==> src/logic/scs_defines.vh <==
/*
 smart card interface sequencer: constants, timing counts and state codes.
 assumes a 10 MHz clock (100 ns period).
*/
`ifndef SCS_DEFINES_VH
`define SCS_DEFINES_VH

`define SCS_CLK_PERIOD_NS   100
`define SCS_T1_NS           200
`define SCS_T2_NS           200
`define SCS_T3_NS           200
`define SCS_T4_NS           200
`define SCS_T1_CYC          ((`SCS_T1_NS + `SCS_CLK_PERIOD_NS - 1) / `SCS_CLK_PERIOD_NS)
`define SCS_T2_CYC          ((`SCS_T2_NS + `SCS_CLK_PERIOD_NS - 1) / `SCS_CLK_PERIOD_NS)
`define SCS_T3_CYC          ((`SCS_T3_NS + `SCS_CLK_PERIOD_NS - 1) / `SCS_CLK_PERIOD_NS)
`define SCS_T4_CYC          ((`SCS_T4_NS + `SCS_CLK_PERIOD_NS - 1) / `SCS_CLK_PERIOD_NS)
`define SCS_RDY_SETTLE_NS   20000
`define SCS_RDY_SETTLE_CYC  ((`SCS_RDY_SETTLE_NS + `SCS_CLK_PERIOD_NS - 1) / `SCS_CLK_PERIOD_NS)
`define SCS_RDY_CHECK_NS    510000
`define SCS_RDY_CHECK_CYC   (`SCS_RDY_CHECK_NS / `SCS_CLK_PERIOD_NS)
`define SCS_PAIR_WIN_NS     400
`define SCS_PAIR_WIN_CYC    (`SCS_PAIR_WIN_NS / `SCS_CLK_PERIOD_NS)
`define SCS_TMR_W           13

`define SCS_ST_IDLE         3'h0
`define SCS_ST_WAIT_RDY     3'h1
`define SCS_ST_ACTIVE       3'h2
`define SCS_ST_DEACT_RST    3'h3
`define SCS_ST_DEACT_CLK    3'h4
`define SCS_ST_DEACT_IO     3'h5
`define SCS_ST_DEACT_VCC    3'h6

`define SCS_VSEL_NONE       2'h0
`define SCS_VSEL_MID        2'h1
`define SCS_VSEL_HIGH       2'h2
`define SCS_VSEL_LOW        2'h3

`define SCS_DIR_NEUTRAL     2'h0
`define SCS_DIR_A_IN        2'h1
`define SCS_DIR_B_IN        2'h2

`endif

==> src/logic/scs_sequencer.v <==
/*
 smart card interface sequencer top: activation gating, ordered deactivation,
 fault/presence status, chip select latching and three io line pairs.
 assumes all inputs synchronous to clk; analog supervisors report as levels.
*/
// How it works
// - card lines held low while deactivated
// - card lines low after request until ready
// - activate only when card present, status high
// - deactivate on release, fault, power-down acknowledge
// - over-current, under-voltage, withdrawal are faults
// - reset, then clock, then io drop in order
// - supply enable drops last after t4
// - host clock passed through unreshaped
// - in idle status shows card presence
// - fault pulls status low, starts deactivation
// - chip select high: live inputs, data passes
// - chip select low latches host inputs
// - chip select low blocks io/aux transfer
// - chip select low floats status and ready
// - fault sensing ignores chip select
// - after reset card lines low, host high
// - first falling edge line becomes input
// - input rising edge returns pair neutral
// - ready after supply good for 20 us
// - edge-triggered supply select, 400 ns pairing
// - ready check 510 us after request
`timescale 1ns/1ps
`include "scs_defines.vh"

module scs_sequencer #(
    parameter RDY_SETTLE_CYC = `SCS_RDY_SETTLE_CYC,
    parameter RDY_CHECK_CYC  = `SCS_RDY_CHECK_CYC
) (
    input  wire       clk,
    input  wire       rst_n,
    input  wire       chip_select,
    input  wire       supply_request_mid_n,
    input  wire       supply_request_high_n,
    input  wire       host_card_reset_in,
    input  wire       host_card_clock_in,
    input  wire       card_presence_in,
    input  wire       power_down_ack,
    input  wire       card_overcurrent,
    input  wire       card_supply_good,
    input  wire       host_io_line_in,
    output wire       host_io_line_out,
    output wire       host_io_line_oe_n,
    input  wire       host_aux_line_a_in,
    output wire       host_aux_line_a_out,
    output wire       host_aux_line_a_oe_n,
    input  wire       host_aux_line_b_in,
    output wire       host_aux_line_b_out,
    output wire       host_aux_line_b_oe_n,
    input  wire       card_io_line_in,
    output wire       card_io_line_out,
    output wire       card_io_line_oe_n,
    input  wire       card_aux_line_a_in,
    output wire       card_aux_line_a_out,
    output wire       card_aux_line_a_oe_n,
    input  wire       card_aux_line_b_in,
    output wire       card_aux_line_b_out,
    output wire       card_aux_line_b_oe_n,
    output wire       host_pullup_strong,
    output reg        card_clock_out,
    output reg        card_reset_out,
    output reg        supply_enable,
    output reg  [1:0] supply_select,
    output wire       card_status_n_out,
    output wire       card_status_n_oe_n,
    output wire       ready_out,
    output wire       ready_oe_n,
    output wire       status_pullup_en
);

////////////////////////////////////////////////////////////////////////////////
// chip select latching

reg  lat_mid_n;
reg  lat_high_n;
reg  lat_rst;
reg  lat_clk;

always @(posedge clk) begin
    if (!rst_n) begin
        lat_mid_n  <= 1'b1;
        lat_high_n <= 1'b1;
        lat_rst    <= 1'b0;
        lat_clk    <= 1'b0;
    end else if (chip_select) begin
        lat_mid_n  <= supply_request_mid_n;
        lat_high_n <= supply_request_high_n;
        lat_rst    <= host_card_reset_in;
        lat_clk    <= host_card_clock_in;
    end
end

// live while selected, held while deselected
wire eff_mid_n  = chip_select ? supply_request_mid_n  : lat_mid_n;
wire eff_high_n = chip_select ? supply_request_high_n : lat_high_n;
wire eff_rst    = chip_select ? host_card_reset_in    : lat_rst;
wire eff_clk    = chip_select ? host_card_clock_in    : lat_clk;

////////////////////////////////////////////////////////////////////////////////
// supply request edge detection and pairing

reg        prev_mid_n;
reg        prev_high_n;
reg  [2:0] pair_cnt;
wire       fall_mid  = prev_mid_n  && !eff_mid_n;
wire       fall_high = prev_high_n && !eff_high_n;
wire       both_high = eff_mid_n && eff_high_n;

always @(posedge clk) begin
    if (!rst_n) begin
        prev_mid_n  <= 1'b1;
        prev_high_n <= 1'b1;
    end else begin
        prev_mid_n  <= eff_mid_n;
        prev_high_n <= eff_high_n;
    end
end

////////////////////////////////////////////////////////////////////////////////
// sequencer

reg  [2:0]             state;
reg  [2:0]             next_state;
reg  [`SCS_TMR_W-1:0]  step_cnt;
reg  [`SCS_TMR_W-1:0]  settle_cnt;
reg                    ready;
reg                    status_n;
reg                    check_done;

localparam integer T1_LOAD  = `SCS_T1_CYC - 1;
localparam integer T2_LOAD  = `SCS_T2_CYC - 1;
localparam integer T3_LOAD  = `SCS_T3_CYC - 1;
localparam integer T4_LOAD  = `SCS_T4_CYC - 1;
localparam integer PAIR_WIN = `SCS_PAIR_WIN_CYC;

wire in_session = (state == `SCS_ST_WAIT_RDY) || (state == `SCS_ST_ACTIVE);
wire hw_fault   = card_overcurrent || !card_presence_in ||
                  (ready && !card_supply_good);
wire rdy_late   = (state == `SCS_ST_WAIT_RDY) && !check_done &&
                  (step_cnt == RDY_CHECK_CYC[`SCS_TMR_W-1:0] - 1'b1) && !ready;
wire abort      = in_session && (both_high || hw_fault || power_down_ack || rdy_late);
wire step_done  = (step_cnt == {`SCS_TMR_W{1'b0}});

always @* begin
    next_state = state;
    case (state)
        `SCS_ST_IDLE: begin
            if ((fall_mid || fall_high) && card_presence_in && status_n && !power_down_ack)
                next_state = `SCS_ST_WAIT_RDY;
        end
        `SCS_ST_WAIT_RDY: begin
            if (abort)
                next_state = `SCS_ST_DEACT_RST;
            else if (ready)
                next_state = `SCS_ST_ACTIVE;
        end
        `SCS_ST_ACTIVE: begin
            if (abort)
                next_state = `SCS_ST_DEACT_RST;
        end
        `SCS_ST_DEACT_RST: if (step_done) next_state = `SCS_ST_DEACT_CLK;
        `SCS_ST_DEACT_CLK: if (step_done) next_state = `SCS_ST_DEACT_IO;
        `SCS_ST_DEACT_IO:  if (step_done) next_state = `SCS_ST_DEACT_VCC;
        `SCS_ST_DEACT_VCC: if (step_done) next_state = `SCS_ST_IDLE;
        default: next_state = `SCS_ST_IDLE;
    endcase
end

always @(posedge clk) begin
    if (!rst_n) begin
        state         <= `SCS_ST_IDLE;
        step_cnt      <= {`SCS_TMR_W{1'b0}};
        check_done    <= 1'b0;
        supply_enable <= 1'b0;
        supply_select <= `SCS_VSEL_NONE;
        pair_cnt      <= 3'h0;
    end else begin
        state <= next_state;
        case (next_state)
            `SCS_ST_DEACT_RST: step_cnt <= (state != `SCS_ST_DEACT_RST) ?
                                           T1_LOAD[`SCS_TMR_W-1:0] : step_cnt - 1'b1;
            `SCS_ST_DEACT_CLK: step_cnt <= (state != `SCS_ST_DEACT_CLK) ?
                                           T2_LOAD[`SCS_TMR_W-1:0] : step_cnt - 1'b1;
            `SCS_ST_DEACT_IO:  step_cnt <= (state != `SCS_ST_DEACT_IO) ?
                                           T3_LOAD[`SCS_TMR_W-1:0] : step_cnt - 1'b1;
            `SCS_ST_DEACT_VCC: step_cnt <= (state != `SCS_ST_DEACT_VCC) ?
                                           T4_LOAD[`SCS_TMR_W-1:0] : step_cnt - 1'b1;
            `SCS_ST_WAIT_RDY:  step_cnt <= (state != `SCS_ST_WAIT_RDY) ?
                                           {`SCS_TMR_W{1'b0}} : step_cnt + 1'b1;
            default:           step_cnt <= {`SCS_TMR_W{1'b0}};
        endcase
        if (state == `SCS_ST_IDLE)
            check_done <= 1'b0;
        else if (state == `SCS_ST_WAIT_RDY && step_cnt == RDY_CHECK_CYC[`SCS_TMR_W-1:0] - 1'b1)
            check_done <= 1'b1;
        // supply voltage choice, edge triggered with pairing window
        if (state == `SCS_ST_IDLE && next_state == `SCS_ST_WAIT_RDY) begin
            supply_enable <= 1'b1;
            pair_cnt      <= PAIR_WIN[2:0];
            if (fall_mid && fall_high)
                supply_select <= `SCS_VSEL_LOW;
            else if (fall_mid)
                supply_select <= `SCS_VSEL_MID;
            else
                supply_select <= `SCS_VSEL_HIGH;
        end else if (pair_cnt != 3'h0) begin
            pair_cnt <= pair_cnt - 3'h1;
            if ((supply_select == `SCS_VSEL_MID && fall_high) ||
                (supply_select == `SCS_VSEL_HIGH && fall_mid))
                supply_select <= `SCS_VSEL_LOW;
        end
        if (state == `SCS_ST_DEACT_VCC && step_done) begin
            supply_enable <= 1'b0;
            supply_select <= `SCS_VSEL_NONE;
        end
    end
end

////////////////////////////////////////////////////////////////////////////////
// ready indication and status output

always @(posedge clk) begin
    if (!rst_n) begin
        settle_cnt <= {`SCS_TMR_W{1'b0}};
        ready      <= 1'b0;
        status_n   <= 1'b0;
    end else begin
        if (!supply_enable || !card_supply_good || !in_session) begin
            settle_cnt <= {`SCS_TMR_W{1'b0}};
            ready      <= 1'b0;
        end else if (settle_cnt == RDY_SETTLE_CYC[`SCS_TMR_W-1:0] - 1'b1) begin
            ready      <= 1'b1;
        end else begin
            settle_cnt <= settle_cnt + 1'b1;
        end
        if (in_session && (hw_fault || rdy_late))
            status_n <= 1'b0;
        else if (state == `SCS_ST_IDLE)
            status_n <= card_presence_in;
    end
end

assign card_status_n_out  = status_n;
assign card_status_n_oe_n = !chip_select || status_n;
assign ready_out          = ready;
assign ready_oe_n         = !chip_select || ready;
assign status_pullup_en   = chip_select;
assign host_pullup_strong = chip_select;

////////////////////////////////////////////////////////////////////////////////
// card clock and reset forwarding

wire fwd_ok  = (state == `SCS_ST_ACTIVE) && ready;
wire rst_ok  = fwd_ok;
wire clk_ok  = fwd_ok || (state == `SCS_ST_DEACT_RST);

always @(posedge clk) begin
    if (!rst_n) begin
        card_clock_out <= 1'b0;
        card_reset_out <= 1'b0;
    end else begin
        card_reset_out <= rst_ok && eff_rst;
        card_clock_out <= clk_ok && eff_clk;
    end
end

////////////////////////////////////////////////////////////////////////////////
// io and aux line pairs

// reception stays on while deselected; inputs held idle so nothing passes
wire io_enable  = fwd_ok || (state == `SCS_ST_DEACT_RST) || (state == `SCS_ST_DEACT_CLK);
wire [2:0] h_in = chip_select ? {host_aux_line_b_in, host_aux_line_a_in, host_io_line_in} : 3'h7;
wire [2:0] c_in = chip_select ? {card_aux_line_b_in, card_aux_line_a_in, card_io_line_in} : 3'h7;
wire [2:0] h_out;
wire [2:0] h_oe_n;
wire [2:0] c_out;
wire [2:0] c_oe_n;

genvar gi;
generate
    for (gi = 0; gi < 3; gi = gi + 1) begin : g_pair
        scs_io_pair u_pair (
            .clk       (clk),
            .rst_n     (rst_n),
            .enable    (io_enable),
            .host_in   (h_in[gi]),
            .host_out  (h_out[gi]),
            .host_oe_n (h_oe_n[gi]),
            .card_in   (c_in[gi]),
            .card_out  (c_out[gi]),
            .card_oe_n (c_oe_n[gi])
        );
    end
endgenerate

assign host_io_line_out     = h_out[0];
assign host_io_line_oe_n    = h_oe_n[0];
assign host_aux_line_a_out  = h_out[1];
assign host_aux_line_a_oe_n = h_oe_n[1];
assign host_aux_line_b_out  = h_out[2];
assign host_aux_line_b_oe_n = h_oe_n[2];
assign card_io_line_out     = c_out[0];
assign card_io_line_oe_n    = c_oe_n[0];
assign card_aux_line_a_out  = c_out[1];
assign card_aux_line_a_oe_n = c_oe_n[1];
assign card_aux_line_b_out  = c_out[2];
assign card_aux_line_b_oe_n = c_oe_n[2];

endmodule

==> src/logic/scs_io_pair.v <==
/*
 one bidirectional line pair with first-falling-edge direction resolution.
 assumes both line inputs are synchronous to clk; open-drain, oe low = drive.
*/
`timescale 1ns/1ps
`include "scs_defines.vh"

module scs_io_pair (
    input  wire       clk,
    input  wire       rst_n,
    input  wire       enable,
    input  wire       host_in,
    output wire       host_out,
    output wire       host_oe_n,
    input  wire       card_in,
    output wire       card_out,
    output wire       card_oe_n
);

reg [1:0] dir;
reg       host_prev;
reg       card_prev;
reg       host_hold;
reg       card_hold;
reg [1:0] next_dir;

always @* begin
    next_dir = dir;
    if (!enable) begin
        next_dir = `SCS_DIR_NEUTRAL;
    end else begin
        case (dir)
            `SCS_DIR_NEUTRAL: begin
                if (host_prev && !host_in)
                    next_dir = `SCS_DIR_A_IN;
                else if (card_prev && !card_in)
                    next_dir = `SCS_DIR_B_IN;
            end
            `SCS_DIR_A_IN: begin
                if (!host_prev && host_in)
                    next_dir = `SCS_DIR_NEUTRAL;
            end
            `SCS_DIR_B_IN: begin
                if (!card_prev && card_in)
                    next_dir = `SCS_DIR_NEUTRAL;
            end
            default: next_dir = `SCS_DIR_NEUTRAL;
        endcase
    end
end

always @(posedge clk) begin
    if (!rst_n) begin
        dir       <= `SCS_DIR_NEUTRAL;
        host_prev <= 1'b1;
        card_prev <= 1'b0;
        host_hold <= 1'b1;
        card_hold <= 1'b0;
    end else begin
        dir       <= next_dir;
        host_prev <= host_in;
        card_prev <= card_in;
        host_hold <= (next_dir == `SCS_DIR_B_IN) ? card_in : 1'b1;
        card_hold <= !enable ? 1'b0 : ((next_dir == `SCS_DIR_A_IN) ? host_in : 1'b1);
    end
end

// host side releases to its pull-up unless it follows the card
assign host_out  = host_hold;
assign host_oe_n = !(dir == `SCS_DIR_B_IN && !host_hold);
// card side driven low when disabled, else follows host
assign card_out  = card_hold;
assign card_oe_n = enable ? !(dir == `SCS_DIR_A_IN && !card_hold) : 1'b0;

endmodule

==> config.mk <==
export PLATFORM = sky130hd
export DESIGN_NAME = scs_sequencer
export DESIGN_NICKNAME = d
export VERILOG_FILES = /design/src/logic/scs_sequencer.v /design/src/logic/scs_io_pair.v
export VERILOG_INCLUDE_DIRS = /design/src /design/src/logic
export SDC_FILE = /design/constraint.sdc
export NUM_CORES = 1
export LEC_CHECK = 0
export CAP_MARGIN = 20
export CORE_MARGIN = 4
export CORE_UTILIZATION = 25
export CTS_CLUSTER_DIAMETER = 150
export CTS_CLUSTER_SIZE = 12
export DETAILED_ROUTE_END_ITERATION = 12
export DONT_BUFFER_PORTS = 1
export PLACE_DENSITY = 0.49
export SLEW_MARGIN = 20
export SYNTH_ARGS = -nofsm -noshare
export SYNTH_HDL_FRONTEND = slang
export SYNTH_SLANG_ARGS = --single-unit
==> constraint.sdc <==
create_clock -name clk -period 6.18 [get_ports clk]
set_clock_uncertainty 0.15 [all_clocks]
set_input_delay 0.618 -clock clk [delete_from_list [all_inputs] [get_ports clk]]
set_output_delay 0.618 -clock clk [all_outputs]
set_load 0.02 [all_outputs]
; After elaboration in Yosys (flattened, before gate mapping)
; Cells that the tools add are included.
[classes]
addsub = 4
n_eq_ne = 32
muxes = 52
n_bitwise = 1
reduce_logical = 106
[ops]
columns = op, n
row1 = 13-bit two-way mux, 5
row2 = 13-bit case mux with 5 select lines, 1
row3 = 2-bit two-way mux, 20
row4 = 1-bit logical AND, 39
row5 = 3-bit two-way mux, 12
row6 = 1-bit zero test, 34
row7 = "13-bit by 1-bit adder with 13-bit output, second input constant", 2
row8 = 3-bit case mux with 7 select lines, 1
row9 = "3-bit equality test, second input constant", 6
row10 = 2-bit case mux with 3 select lines, 3
row11 = 1-bit logical OR, 15
row12 = "2-bit by 1-bit equality test with 1-bit output, second input constant", 7
row13 = "2-bit equality test, second input constant", 7
row14 = "13-bit equality test, second input constant", 1
row15 = "13-bit by 8-bit equality test with 1-bit output, second input constant", 1
row16 = 13-bit zero test, 1
row17 = "13-bit by 1-bit subtractor with 13-bit output, second input constant", 1
row18 = 1-bit two-way mux, 10
row19 = 2-bit AND reduction, 5
row20 = 2-bit OR reduction, 5
row21 = "3-bit by 2-bit equality test with 1-bit output, second input constant", 3
row22 = "3-bit != test, second input constant", 3
row23 = "3-bit by 1-bit equality test with 1-bit output, second input constant", 2
row24 = 2-bit zero test, 3
row25 = other kinds (7), 8
[totals]
reg_bits = 62
inputBits = 17
out_inout_bits = 23
elab_cells = 226

; Logic depth before layout (Yosys ltp)
; Gate-level depths: netlist of run 1.
[depth]
word_depth = 13
depth_mapped = 10
depth_no_buf = 8

; By module
; From an unflattened synthesis of run 1, not the netlist that was laid out.
[unflattened]
hier_cells = 411
hier_area_um2 = 3355.7
[modules_own_cells]
columns = mod, n_inst, cells_each, area_each_um2
row1 = scs_sequencer, 1, 336, 2680.1
row2 = scs_io_pair, 3, 25, 225.2

; Worst setup path before layout of run 1
; Ideal clock, no wire load.
[synth_path]
path_kind = input port to flip-flop
start = input chip_select
end = register step_cnt[6]
setup_time_ps = 141
arrival_ps = 2064
t_required_ps = 5889
slack_ps = 3825
stages = 8
path_cell_list = buf_2 > nand3_1 > o21ai_0 > or3_4 > a21oi_1 > a41o_1 > buf_4 > a311oi_1
[synth_between]
elab_chain_len = 11
word_cells_on_any_way = 25
classes_between = eq/ne: 5 / mux: 7 / reduce/logical: 13
[synth_lines]
columns = element, line_no
row1 = start: declaration, scs_sequencer.v:37  ; input wire chip_select,
row2 = 1-bit two-way mux, -
row3 = 1-bit zero test (on tied branches), "scs_sequencer.v:110, scs_sequencer.v:111"
row4 = 1-bit logical AND (on tied branches), "scs_sequencer.v:110, scs_sequencer.v:111"
row5 = 1-bit logical OR, scs_sequencer.v:153  ; if ((fall_mid || fall_high) && card_presence_in && status_n && !power_down_ack)
row6 = 1-bit logical AND (3 in series), scs_sequencer.v:153
row7 = 3-bit two-way mux, scs_sequencer.v:153
row8 = 3-bit case mux with 7 select lines *, scs_sequencer.v:151  ; case (state)
row9 = 3-bit by 1-bit equality test with 1-bit output (tied with other cells), scs_sequencer.v:184  ; case (next_state)
row10 = 13-bit case mux with 5 select lines *, scs_sequencer.v:184
row11 = end signal: assignment, scs_sequencer.v:185  ; `SCS_ST_DEACT_RST: step_cnt <= (state != `SCS_ST_DEACT_RST) ?
row12 = end signal: assignment, scs_sequencer.v:187  ; `SCS_ST_DEACT_CLK: step_cnt <= (state != `SCS_ST_DEACT_CLK) ?
row13 = end signal: assignment, scs_sequencer.v:189  ; `SCS_ST_DEACT_IO: step_cnt <= (state != `SCS_ST_DEACT_IO) ?
row14 = end: declaration, scs_sequencer.v:129  ; reg [`SCS_TMR_W-1:0] step_cnt;
; Every way passes the cells marked *; elsewhere a longest branch is shown, timed or not.
; A chain may end at the register's enable or synchronous reset.

; Worst setup path after layout of run 1
[layout_path]
start = register step_cnt[0]
end = register step_cnt[0]
[layout_between]
elab_chain_len = 9
word_cells_on_any_way = 26
classes_between = add/sub: 2 / eq/ne: 6 / mux: 13 / reduce/logical: 5
[layout_lines]
columns = element, line_no
row1 = start signal: assignment, scs_sequencer.v:177  ; step_cnt <= {`SCS_TMR_W{1'b0}};
row2 = start signal: assignment, scs_sequencer.v:185
row3 = start signal: assignment, scs_sequencer.v:187
row4 = 13-bit equality test, scs_sequencer.v:145  ; (step_cnt == RDY_CHECK_CYC[`SCS_TMR_W-1:0] - 1'b1) && !ready;
row5 = 1-bit logical AND (2 in series), scs_sequencer.v:144  ; wire rdy_late = (state == `SCS_ST_WAIT_RDY) && !check_done &&
row6 = 1-bit logical OR, scs_sequencer.v:146  ; wire abort = in_session && (both_high || hw_fault || power_down_ack || rdy_late);
row7 = 1-bit logical AND, scs_sequencer.v:146
row8 = 3-bit two-way mux (on tied branches), "scs_sequencer.v:163, scs_sequencer.v:157"
row9 = 3-bit case mux with 7 select lines, scs_sequencer.v:151
row10 = 3-bit by 1-bit equality test with 1-bit output (tied with other cells), scs_sequencer.v:184
row11 = 13-bit case mux with 5 select lines *, scs_sequencer.v:184
; Marks and branches as above.

==> out/metrics.yaml, run 1 <==
flow_run:
  cap_viol_max_count: 0
yosys:
  yosysWarnings: 0
  syn-cell-area_um2: 3240
  ys_types: 57
  syn_area_per_cell_um2: 8.09
  synthDominantCellAreaShare_pct: 38.3
  synth_edf_count: 0
  syn_inst: 401
  yosys_register_bits: 62
  synth_area_leaders: "dfxtp_1 (38%), nor2_1 (6.0%), a21oi_1 (4.8%)"
  synth_ff_type: "dfxtp_1"
  yosysSeqAreaShare_pct: 38.3
  async_reset_ff_share_pct: 0
  synth_area_leader_cell: "dfxtp_1"
  synth_fp_nets: 424
clock_tree:
  cts-buffers-inserted: 9
  ctsHoldBuffers: 0
  cts_max_level: 3
  cts.clk_slew.worst_paths_ns: 0.05
  post_cts_buffers: 0
  clkLatencyLatePin_ns: 0.33
  cts_tree: "done"
  clockBufferDepth: 2
  cts_root_buf: "clkbuf_16"
  cts_resized: 0
  cts.sinks: 62
finish:
  syn_to_final_growth_pct: 13.0
  num_antenna_cells: 0
  final.fill_count: 1355
  layoutNonFillerInstCount: 568
  final_cell_mix: "dfxtp_1 (62), nor2_1 (52), nand2_1 (39), a21oi_1 (31), nor3_1 (23)"
  layout_commonest_cell: "dfxtp_1"
  utilization_pct: 28.9
  final_net_count: 414
  drive_above_1_share_pct: 7.32
power:
  power_frac_comb_pct: 17.8
  pwr-share-clk_pct: 45.0
  pwr-share-seq_pct: 37.3
  p_sw_uw: 353
  ir_drop_v: 0.000129
  cellPowerDensity_nw_per_um2: 339
  leakage_uw: 0.00125
  internal_power_uw: 891
  swShare_pct: 28.4
timing:
  setup_viol_count_final: 0
  drv_slew: 0
  slew_headroom_pct: 44.6
  finalCritPeriodShare_pct: 45.2
  clock.fmax_mhz: 358
  period_minus_slack_ns: 2.79
  tightest_slew_ns: 0.825
  hold_viol_final: 0
  whs_ns: 0.205
  rsz0062_at_grt: "no"
  tns_ns: 0
place:
  place_congestion: 0.774
  io_buffers: 0
  dp_hpwl_um: 5230
  dp.cells: 552
detailed_routing:
  post_drt_wl_per_cell_um: 13.3
  vias: 2815
  drt-total-wl_um: 7530
  drt_first_pass_iters: 5
  ant_nets: 0
  viasPerCell: 4.96
  drc: 0
  drtIter0Drc: 232
die:
  ios: 40
  start_util_pct: 25.6
  dieArea_um2: 14900
  die_h_um: 122
  rows: 41
  die_x_um: 122
  coreArea_um2: 12700
grt:
  grt_pass1_vias: 2677
  use_met1_pct: 14.3
  grt_pass1_wl_um: 12900
  gr-total-overflow: 0
  antenna_found_initial: 0
  grt.busiest_layer: "met2"
  grtUsageTotal_pct: 10.7
  met3_usage_pct: 2.65
  met2_usage_pct: 16.4
  grt_max_degree: 23
worst_setup_path:
  slowest_delay_ns: 0.52
  crit_slowest_cell: "a41o_1"
  r2r_cells: 8
  crit_type: "reg -> reg"
  crit_chain: "inv_1, ha_1, nor3b_4, nand2_2, or3_1, nand2_1, a41o_1, o21ba_2"
  cp_num_cells: 8
  cp.arrival_ns: 2.85
  worst-path-buf-inv: 1
  startpoint_type: "flop"
  endpoint_kind: "flop"
  cp.required_ns: 6.24
  critPathTopFamily: "simple AND/OR/NAND/NOR gates"
  cp_max_fo: 13
min_path:
  hold-path-cell-count: 1
  hp-class: "in -> reg"
outcome:
  status: "completed"
cell families (layout without fill, tap and decap cells):
logic type	after synthesis	after routing	synth area share (%)
AOI/OAI and AO/OA	89	89	17.9
xor gates and xnor gates	13	13	3.51
adders and majority gates	6	6	2.31
buffers and inverters	36	31	5.67
DFF	62	62	38.3
muxes	8	8	2.51
and+or+nand+nor	187	187	29.9
power by group through the flow:
stage / registers (uW) / clock network [uW] / logic, uW
2_1_floorplan: 448 / 0 / 209
3_3_place_gp: 472 / 0 / 218
3_5_place_dp: 471 / 0 / 220
4_1_cts: 463 / 578 / 221
5_1_grt: 469 / 598 / 250
6_report: 464 / 560 / 221
cell usage after synthesis (4+ instances only):
master,count
buf_2,4
mux2i_1,7
nor3_1,23
nand4_1,7
nor2_1,52
a211oi_1,7
clkbuf_1,5
nand2b_1,11
nand2_1,39
o21ai_0,14
a221oi_1,10
nand3_1,15
inv_1,14
a31oi_1,5
a21oi_1,31
or3_1,4
buf_4,5
xor2_1,7
nor2b_1,6
dfxtp_1,62
xnor2_1,6
a22oi_1,4
and3_1,5
ha_1,6
through the flow:
| stage | setup slack (ns) | instance area, um2 | total power, uW |
|---|---|---|---|
| 6_report | 3.39 | 3670 | 1240 |
| 5_1_grt | 3.16 | 3670 | 1320 |
| 4_1_cts | 3.38 | 3670 | 1260 |
| 3_5_place_dp | 3.41 | 3330 | 691 |
| 3_3_place_gp | 3.48 | 3330 | 689 |
| 2_1_floorplan | 3.82 | 3240 | 658 |
worst reg2reg max path, delay by kind of cell (launching register included):
kind                     cells  cell delay [ns]
AO/OA/AOI/OAI                2             0.75
adder cells (fa/ha/maj)      1             0.20
buffers and inverters        1             0.13
flip-flops                   1             0.38
AND/OR/NAND/NOR              4             1.06
worst paths after layout:
check                                  from           to  slack [ns]
worst min-delay path                  rst_n   prev_mid_n        0.21
worst max-delay path            step_cnt[0]  step_cnt[0]        3.39
worst max register to register  step_cnt[0]  step_cnt[0]        3.39
worst min register to register  pair_cnt[1]  pair_cnt[1]        0.34
flip-flops by register name, indices dropped and copies added, names as in the netlist, 2 cells and up:
name and flops:
g_pair.u_pair.card_out 3, g_pair.u_pair.card_prev 3, g_pair.u_pair.dir 6, g_pair.u_pair.host_out 3, g_pair.u_pair.host_prev 3, pair_cnt 3
settle_cnt 13, state 3, step_cnt 13, supply_select 2
routing by layer:
metal,up-vias,routed length [um]
met5,-,0
met4,0,81
met3,6,459
met2,90,3330
met1,1296,3660
li1,1423,-
final cells by class:
| cell class | count | area [um2] | share of cell area (%) |
|---|---|---|---|
| multi-input combinational | 303 | 1820 | 49.6 |
| sequential | 62 | 1240 | 33.8 |
| clock buffer | 13 | 270 | 7.37 |
| tap | 172 | 215 | 5.87 |
| clock inverter | 3 | 65.1 | 1.77 |
| inverter | 15 | 56.3 | 1.54 |
(Power assumes the default switching activity.)
==> inputs of run 2 (changes only) <==
==> constraint.sdc (replaced) <==
create_clock -name clk -period 2.7 [get_ports clk]
set_clock_uncertainty 0.15 [all_clocks]
set_input_delay 0.27 -clock clk [delete_from_list [all_inputs] [get_ports clk]]
set_output_delay 0.27 -clock clk [all_outputs]
set_load 0.02 [all_outputs]
==> run 2 against run 1 <==
  * Global-route usage increased by 0.84 points
  * Hold slack got worse by 0.20 ns
  * Worst setup slack worse by 3.2 ns
  * Sequential share of layout area shrank 1.7 points
  * Critical path depth is 1 lower
  * First-iteration DRC count is 20% lower
  * Die area did not move
  * Count of clock-buffer cells in the layout down 2
  * Final area is 5.4% higher
  * Total power increased by 120%
  * Via count rose by 3.8%
  * Largest cell class unchanged
==> out/metrics.yaml, run 2 (same netlist as run 1, synthesis figures left out) <==
grt:
  antenna_found_initial: 0  # unchanged
  grt_max_degree: 23  # unchanged
  gr-total-overflow: 0  # unchanged
  grtUsageTotal_pct: 11.5  # was 10.7%
  grt_pass1_vias: 2832  # was 2677
  grt_pass1_wl_um: 13700  # was 12900 um
worst_setup_path:
  worst-path-buf-inv: 0  # was 1
  reg2reg_to: "step_cnt[6]"  # was step_cnt[0]
  critPathTopFamily: "simple AND/OR/NAND/NOR gates"  # unchanged
  crit_slowest_cell: "nor3_2"  # was a41o_1
  crit_chain: "ha_1, nand4bb_1, nor4_1, and3_2, nor3_2, a211oi_1, a311oi_1"  # was inv_1, ha_1, nor3b_4, nand2_2, or3_1, nand2_1, a41o_1, o21ba_2
  cp_max_fo: 11  # was 13
  cp.arrival_ns: 2.58  # was 2.85 ns
  r2r_cells: 7  # was 8
  startpoint_type: "flop"  # unchanged
  crit_type: "reg -> reg"  # unchanged
  slowest_delay_ns: 0.66  # was 0.52 ns
  endpoint_kind: "flop"  # unchanged
  cp.required_ns: 2.79  # was 6.24 ns
  r2r-start: "step_cnt[0]"  # unchanged
  rrSetupSlack_ns: 0.20  # was 3.39 ns
die:
  die_x_um: 122  # unchanged
  coreArea_um2: 12700  # unchanged
  start_util_pct: 25.6  # unchanged
  rows: 41  # unchanged
  die_h_um: 122  # unchanged
  ios: 40  # unchanged
  dieArea_um2: 14900  # unchanged
clock_tree:
  cts.sinks: 62  # unchanged
  cts_max_level: 3  # unchanged
  cts_root_buf: "clkbuf_16"  # unchanged
  cts_tree: "done"  # unchanged
  clkLatencyLatePin_ns: 0.33  # about the same
  clockBufferDepth: 2  # unchanged
  post_cts_buffers: 0  # unchanged
  cts.clk_slew.worst_paths_ns: 0.06  # was 0.05 ns
  cts-buffers-inserted: 9  # unchanged
timing:
  setup_viol_count_final: 0  # unchanged
  hold_viol_final: 0  # unchanged
  tightest_slew_ns: 0.758  # was 0.825 ns
  tns_ns: 0  # unchanged
  clock.fmax_mhz: 401  # was 358 MHz
  slew_headroom_pct: 49.2  # was 44.6%
  finalCritPeriodShare_pct: 92.5  # was 45.2%
  worst_slack_ns: 0.204  # was 3.39 ns
  period_minus_slack_ns: 2.50  # was 2.79 ns
  drv_slew: 0  # unchanged
  whs_ns: 0.00653  # was 0.205 ns
detailed_routing:
  drc: 0  # unchanged
  drtIter0Drc: 185  # was 232
  ant_nets: 0  # unchanged
  viasPerCell: 4.91  # was 4.96
  post_drt_wl_per_cell_um: 13.9  # was 13.3 um
  drt-total-wl_um: 8270  # was 7530 um
  drt_first_pass_iters: 4  # was 5
  vias: 2923  # was 2815
power:
  leakage_uw: 0.00134  # was 0.00125 uW
  ir_drop_v: 0.000307  # was 0.000129 V
  cellPowerDensity_nw_per_um2: 715  # was 339 nW/um2
finish:
  final.fill_count: 1365  # was 1355
  reg_top3: "settle_cnt x13, step_cnt x13, g_pair.u_pair.dir x6"  # unchanged
  num_antenna_cells: 0  # unchanged
  layoutNonFillerInstCount: 595  # was 568
  final_net_count: 441  # was 414
  final_cell_mix: "dfxtp_1 (62), nor2_1 (52), nand2_1 (39), a21oi_1 (31), nor3_1 (23)"  # unchanged
  drive_above_1_share_pct: 10.6  # was 7.32%
  fin_area_um2: 3860  # was 3670 um2
  syn_to_final_growth_pct: 19.1  # was 13.0%
  layout_commonest_cell: "dfxtp_1"  # unchanged
place:
  place_area_um2: 3440  # was 3330 um2
  dp_hpwl_um: 5530  # was 5230 um
  dp_slack_ns: 0.136  # was 3.41 ns
  place_congestion: 0.809  # was 0.774
  io_buffers: 0  # unchanged
  dp.cells: 565  # was 552
min_path:
  worstHoldStart: "host_card_reset_in"  # was rst_n
  min_to: "lat_rst"  # was prev_mid_n
  hold-path-cell-count: 2  # was 1
  hp-class: "in -> reg"  # unchanged
outcome:
  status: "completed"  # unchanged
flow_run:
  cap_viol_max_count: 0  # unchanged
==> run 2: area by class of cell <==
type	count	area, um2	share of cell area (%)
inverter	15	56.3	1.46
sequential	62	1240	32.1
timing repair buffer	26	240	6.22
clock inverter	5	33.8	0.874
clock buffer	11	243	6.28
tap	172	215	5.57
multi-input combinational	304	1840	47.5
==> run 2: what timing repair did <==
item	4_1_cts	5_1_grt
gates resized for setup	0	2
endpoints found under the setup margin	0	10
hold buffers	12	1
hold endpoints to repair	16	3
==> run 2: metrics by stage <==
step	utilization [%]	total power, uW
final	30.5	2770
after floorplan	-	1510
after detailed placement	27.2	1670
after global placement	27.2	1670
after CTS	30.3	2780
after global routing	30.5	2920
==> run 2: metal layers <==
metal | wire [um] | up-vias | share of wire [%] | global-route usage [%]
met5 | 0 | - | 0 | 0
met3 | 413 | 8 | 5.0 | 3.30
met2 | 3800 | 64 | 46 | 18.3
met4 | 120 | 0 | 1.5 | 4.55
li1 | - | 1479 | - | -
met1 | 3930 | 1372 | 48 | 14.8
==> run 2: how the worst max path moves through the flow <==
stage	start	end	slack, ns	cells after the start
2_1_floorplan	step_cnt[0]	step_cnt[6]	0.47	10
3_3_place_gp	step_cnt[0]	supply_select[0]	0.17	8
4_1_cts	step_cnt[0]	supply_select[0]	0.13	8
3_5_place_dp	step_cnt[0]	supply_select[0]	0.14	8
6_report	step_cnt[0]	step_cnt[6]	0.20	7
5_1_grt	step_cnt[0]	step_cnt[7]	-0.08	7
==> run 2: power breakdown <==
part / internal (uW) / total [uW] / switching (uW)
clock: 646 / 1070 / 427
combinational: 278 / 642 / 363
sequential: 964 / 1050 / 87.2
total: 1890 / 2770 / 877
==> inputs of run 3 (changes only) <==
--- a/config.mk
+++ b/config.mk
@@ -14,6 +14,7 @@
 export DETAILED_ROUTE_END_ITERATION = 12
 export DONT_BUFFER_PORTS = 1
 export PLACE_DENSITY = 0.49
+export REMOVE_ABC_BUFFERS = 1
 export SLEW_MARGIN = 20
 export SYNTH_ARGS = -nofsm -noshare
 export SYNTH_HDL_FRONTEND = slang
==> run 3 against run 2 <==
  * Final area increased by 2.0%
  * Non-clock buffer count is 8 higher
  * Global-route usage down 0.080 points
  * Via count up 1.4%
  * Register-to-register slack is essentially flat
  * Critical endpoint is now step_cnt[0]
==> out/metrics.yaml, run 3 (same netlist as run 1, synthesis figures left out) <==
worst_setup_path:
  endpoint_kind: "flop"  # unchanged
  r2r_cells: 9  # was 7
  rrSetupSlack_ns: 0.19  # was 0.20 ns
  reg2reg_to: "step_cnt[0]"  # was step_cnt[6]
  crit_type: "reg -> reg"  # unchanged
  cp.required_ns: 2.77  # was 2.79 ns
  cp_max_fo: 8  # was 11
  cp.arrival_ns: 2.58  # about the same
  r2r-start: "step_cnt[0]"  # unchanged
  startpoint_type: "flop"  # unchanged
finish:
  final_cell_mix: "dfxtp_1 (62), nor2_1 (52), nand2_1 (39), a21oi_1 (31), nor3_1 (23)"  # unchanged
  fin_area_um2: 3940  # was 3860 um2
  layout_commonest_cell: "dfxtp_1"  # unchanged
  drive_above_1_share_pct: 11.8  # was 10.6%
  syn_to_final_growth_pct: 21.6  # was 19.1%
  reg_top3: "settle_cnt x13, step_cnt x13, g_pair.u_pair.dir x6"  # unchanged
  final.fill_count: 1353  # was 1365
  final_net_count: 449  # was 441
  layoutNonFillerInstCount: 603  # was 595
  num_antenna_cells: 0  # unchanged
detailed_routing:
  post_drt_wl_per_cell_um: 14.4  # was 13.9 um
  drtIter0Drc: 312  # was 185
  ant_nets: 0  # unchanged
  drt_first_pass_iters: 4  # unchanged
  viasPerCell: 4.92  # was 4.91
  drc: 0  # unchanged
  drt-total-wl_um: 8690  # was 8270 um
  vias: 2965  # was 2923
timing:
  setup_viol_count_final: 0  # unchanged
  period_minus_slack_ns: 2.51  # was 2.50 ns
  hold_viol_final: 0  # unchanged
  finalCritPeriodShare_pct: 92.8  # was 92.5%
  tightest_slew_ns: 0.692  # was 0.758 ns
  rsz0062_at_grt: "no"
  slew_headroom_pct: 53.5  # was 49.2%
  tns_ns: 0  # unchanged
  drv_slew: 0  # unchanged
  clock.fmax_mhz: 399  # was 401 MHz
grt:
  grt_pass1_wl_um: 13800  # was 13700 um
  antenna_found_initial: 0  # unchanged
  gr-total-overflow: 0  # unchanged
  grtUsageTotal_pct: 11.4  # was 11.5%
  grt_max_degree: 23  # unchanged
  grt_pass1_vias: 2720  # was 2832
clock_tree:
  cts_root_buf: "clkbuf_16"  # unchanged
  clockBufferDepth: 2  # unchanged
  cts-buffers-inserted: 9  # unchanged
  cts.sinks: 62  # unchanged
  post_cts_buffers: 0  # unchanged
  clkLatencyLatePin_ns: 0.32  # was 0.33 ns
  cts_tree: "done"  # unchanged
  cts.clk_slew.worst_paths_ns: 0.06  # about the same
  cts_max_level: 3  # unchanged
die:
  rows: 41  # unchanged
  die_x_um: 122  # unchanged
  ios: 40  # unchanged
  start_util_pct: 25.6  # unchanged
  coreArea_um2: 12700  # unchanged
  die_h_um: 122  # unchanged
  dieArea_um2: 14900  # unchanged
place:
  dp.cells: 573  # was 565
  place_area_um2: 3490  # was 3440 um2
  dp_hpwl_um: 5920  # was 5530 um
  io_buffers: 0  # unchanged
  place_congestion: 0.804  # was 0.809
power:
  leakage_uw: 0.00139  # was 0.00134 uW
  cellPowerDensity_nw_per_um2: 723  # was 715 nW/um2
  ir_drop_v: 0.000357  # was 0.000307 V
min_path:
  hp-class: "in -> reg"  # unchanged
  worstHoldStart: "card_presence_in"  # was host_card_reset_in
  hold-path-cell-count: 2  # unchanged
  min_to: "card_status_n_out"  # was lat_rst
flow_run:
  cap_viol_max_count: 0  # unchanged
outcome:
  status: "completed"  # unchanged
[run 3: area by class of cell]
class	instances	area (um2)	area share [%]
Tap cell	172	215	5.46
Timing Repair Buffer	34	288	7.30
Clock inverter	3	42.5	1.08
Clock buffer	13	260	6.60
Multi-Input combinational cell	304	1840	46.7
Sequential cell	62	1240	31.5
Inverter	15	56.3	1.43
[run 3: how the worst max path moves through the flow]
stage / startpoint / endpoint / depth (start not counted)
after CTS: step_cnt[0] / step_cnt[10] / 8
after global routing: step_cnt[0] / step_cnt[0] / 9
final: step_cnt[0] / step_cnt[0] / 9
after global placement: step_cnt[0] / step_cnt[0] / 9
after detailed placement: step_cnt[0] / step_cnt[10] / 8
after floorplan: step_cnt[0] / step_cnt[0] / 8
[run 3: worst max-delay path: stages (launching register included)]
cell and delay [ns]:
dfxtp_1 0.37, inv_1 0.15, ha_1 0.21, nor3b_4 0.30
nand2_2 0.14, or3_4 0.44, nand2_1 0.11, a41o_1 0.19
buf_4 0.16, o21ba_2 0.16
[run 3: routing by layer]
metal  GRT usage, %  wire, um  up-vias
met2           18.6      4190       85
met1           15.1      3900     1378
met5              0         0        -
met4           3.99       116        0
li1               -         -     1494
met3           2.41       481        8
[run 3: timing repair]
item / CTS / global route
hold endpoints to repair: 17 / 0
resized for setup: 0 / 2
endpoints found under the setup margin: 0 / 15
hold buffers: 13 / 0
[run 3: through the flow]
step / util (%) / hold WS, ns / power [uW] / setup WS [ns]
2_1_floorplan: - / 0.182 / 1470 / 0.375
3_5_place_dp: 27.5 / 0.190 / 1670 / 0.0633
3_3_place_gp: 27.5 / 0.187 / 1660 / 0.121
6_report: 31.1 / 0.0135 / 2850 / 0.195
4_1_cts: 31.0 / 0.000589 / 2860 / 0.0438
5_1_grt: 31.1 / 0.0121 / 2990 / 0.0133
[run 3: where the power goes]
group	total, uW	switching [uW]	internal (uW)
clock	1160	401	763
sequential	1040	73.4	965
combinational	647	377	270
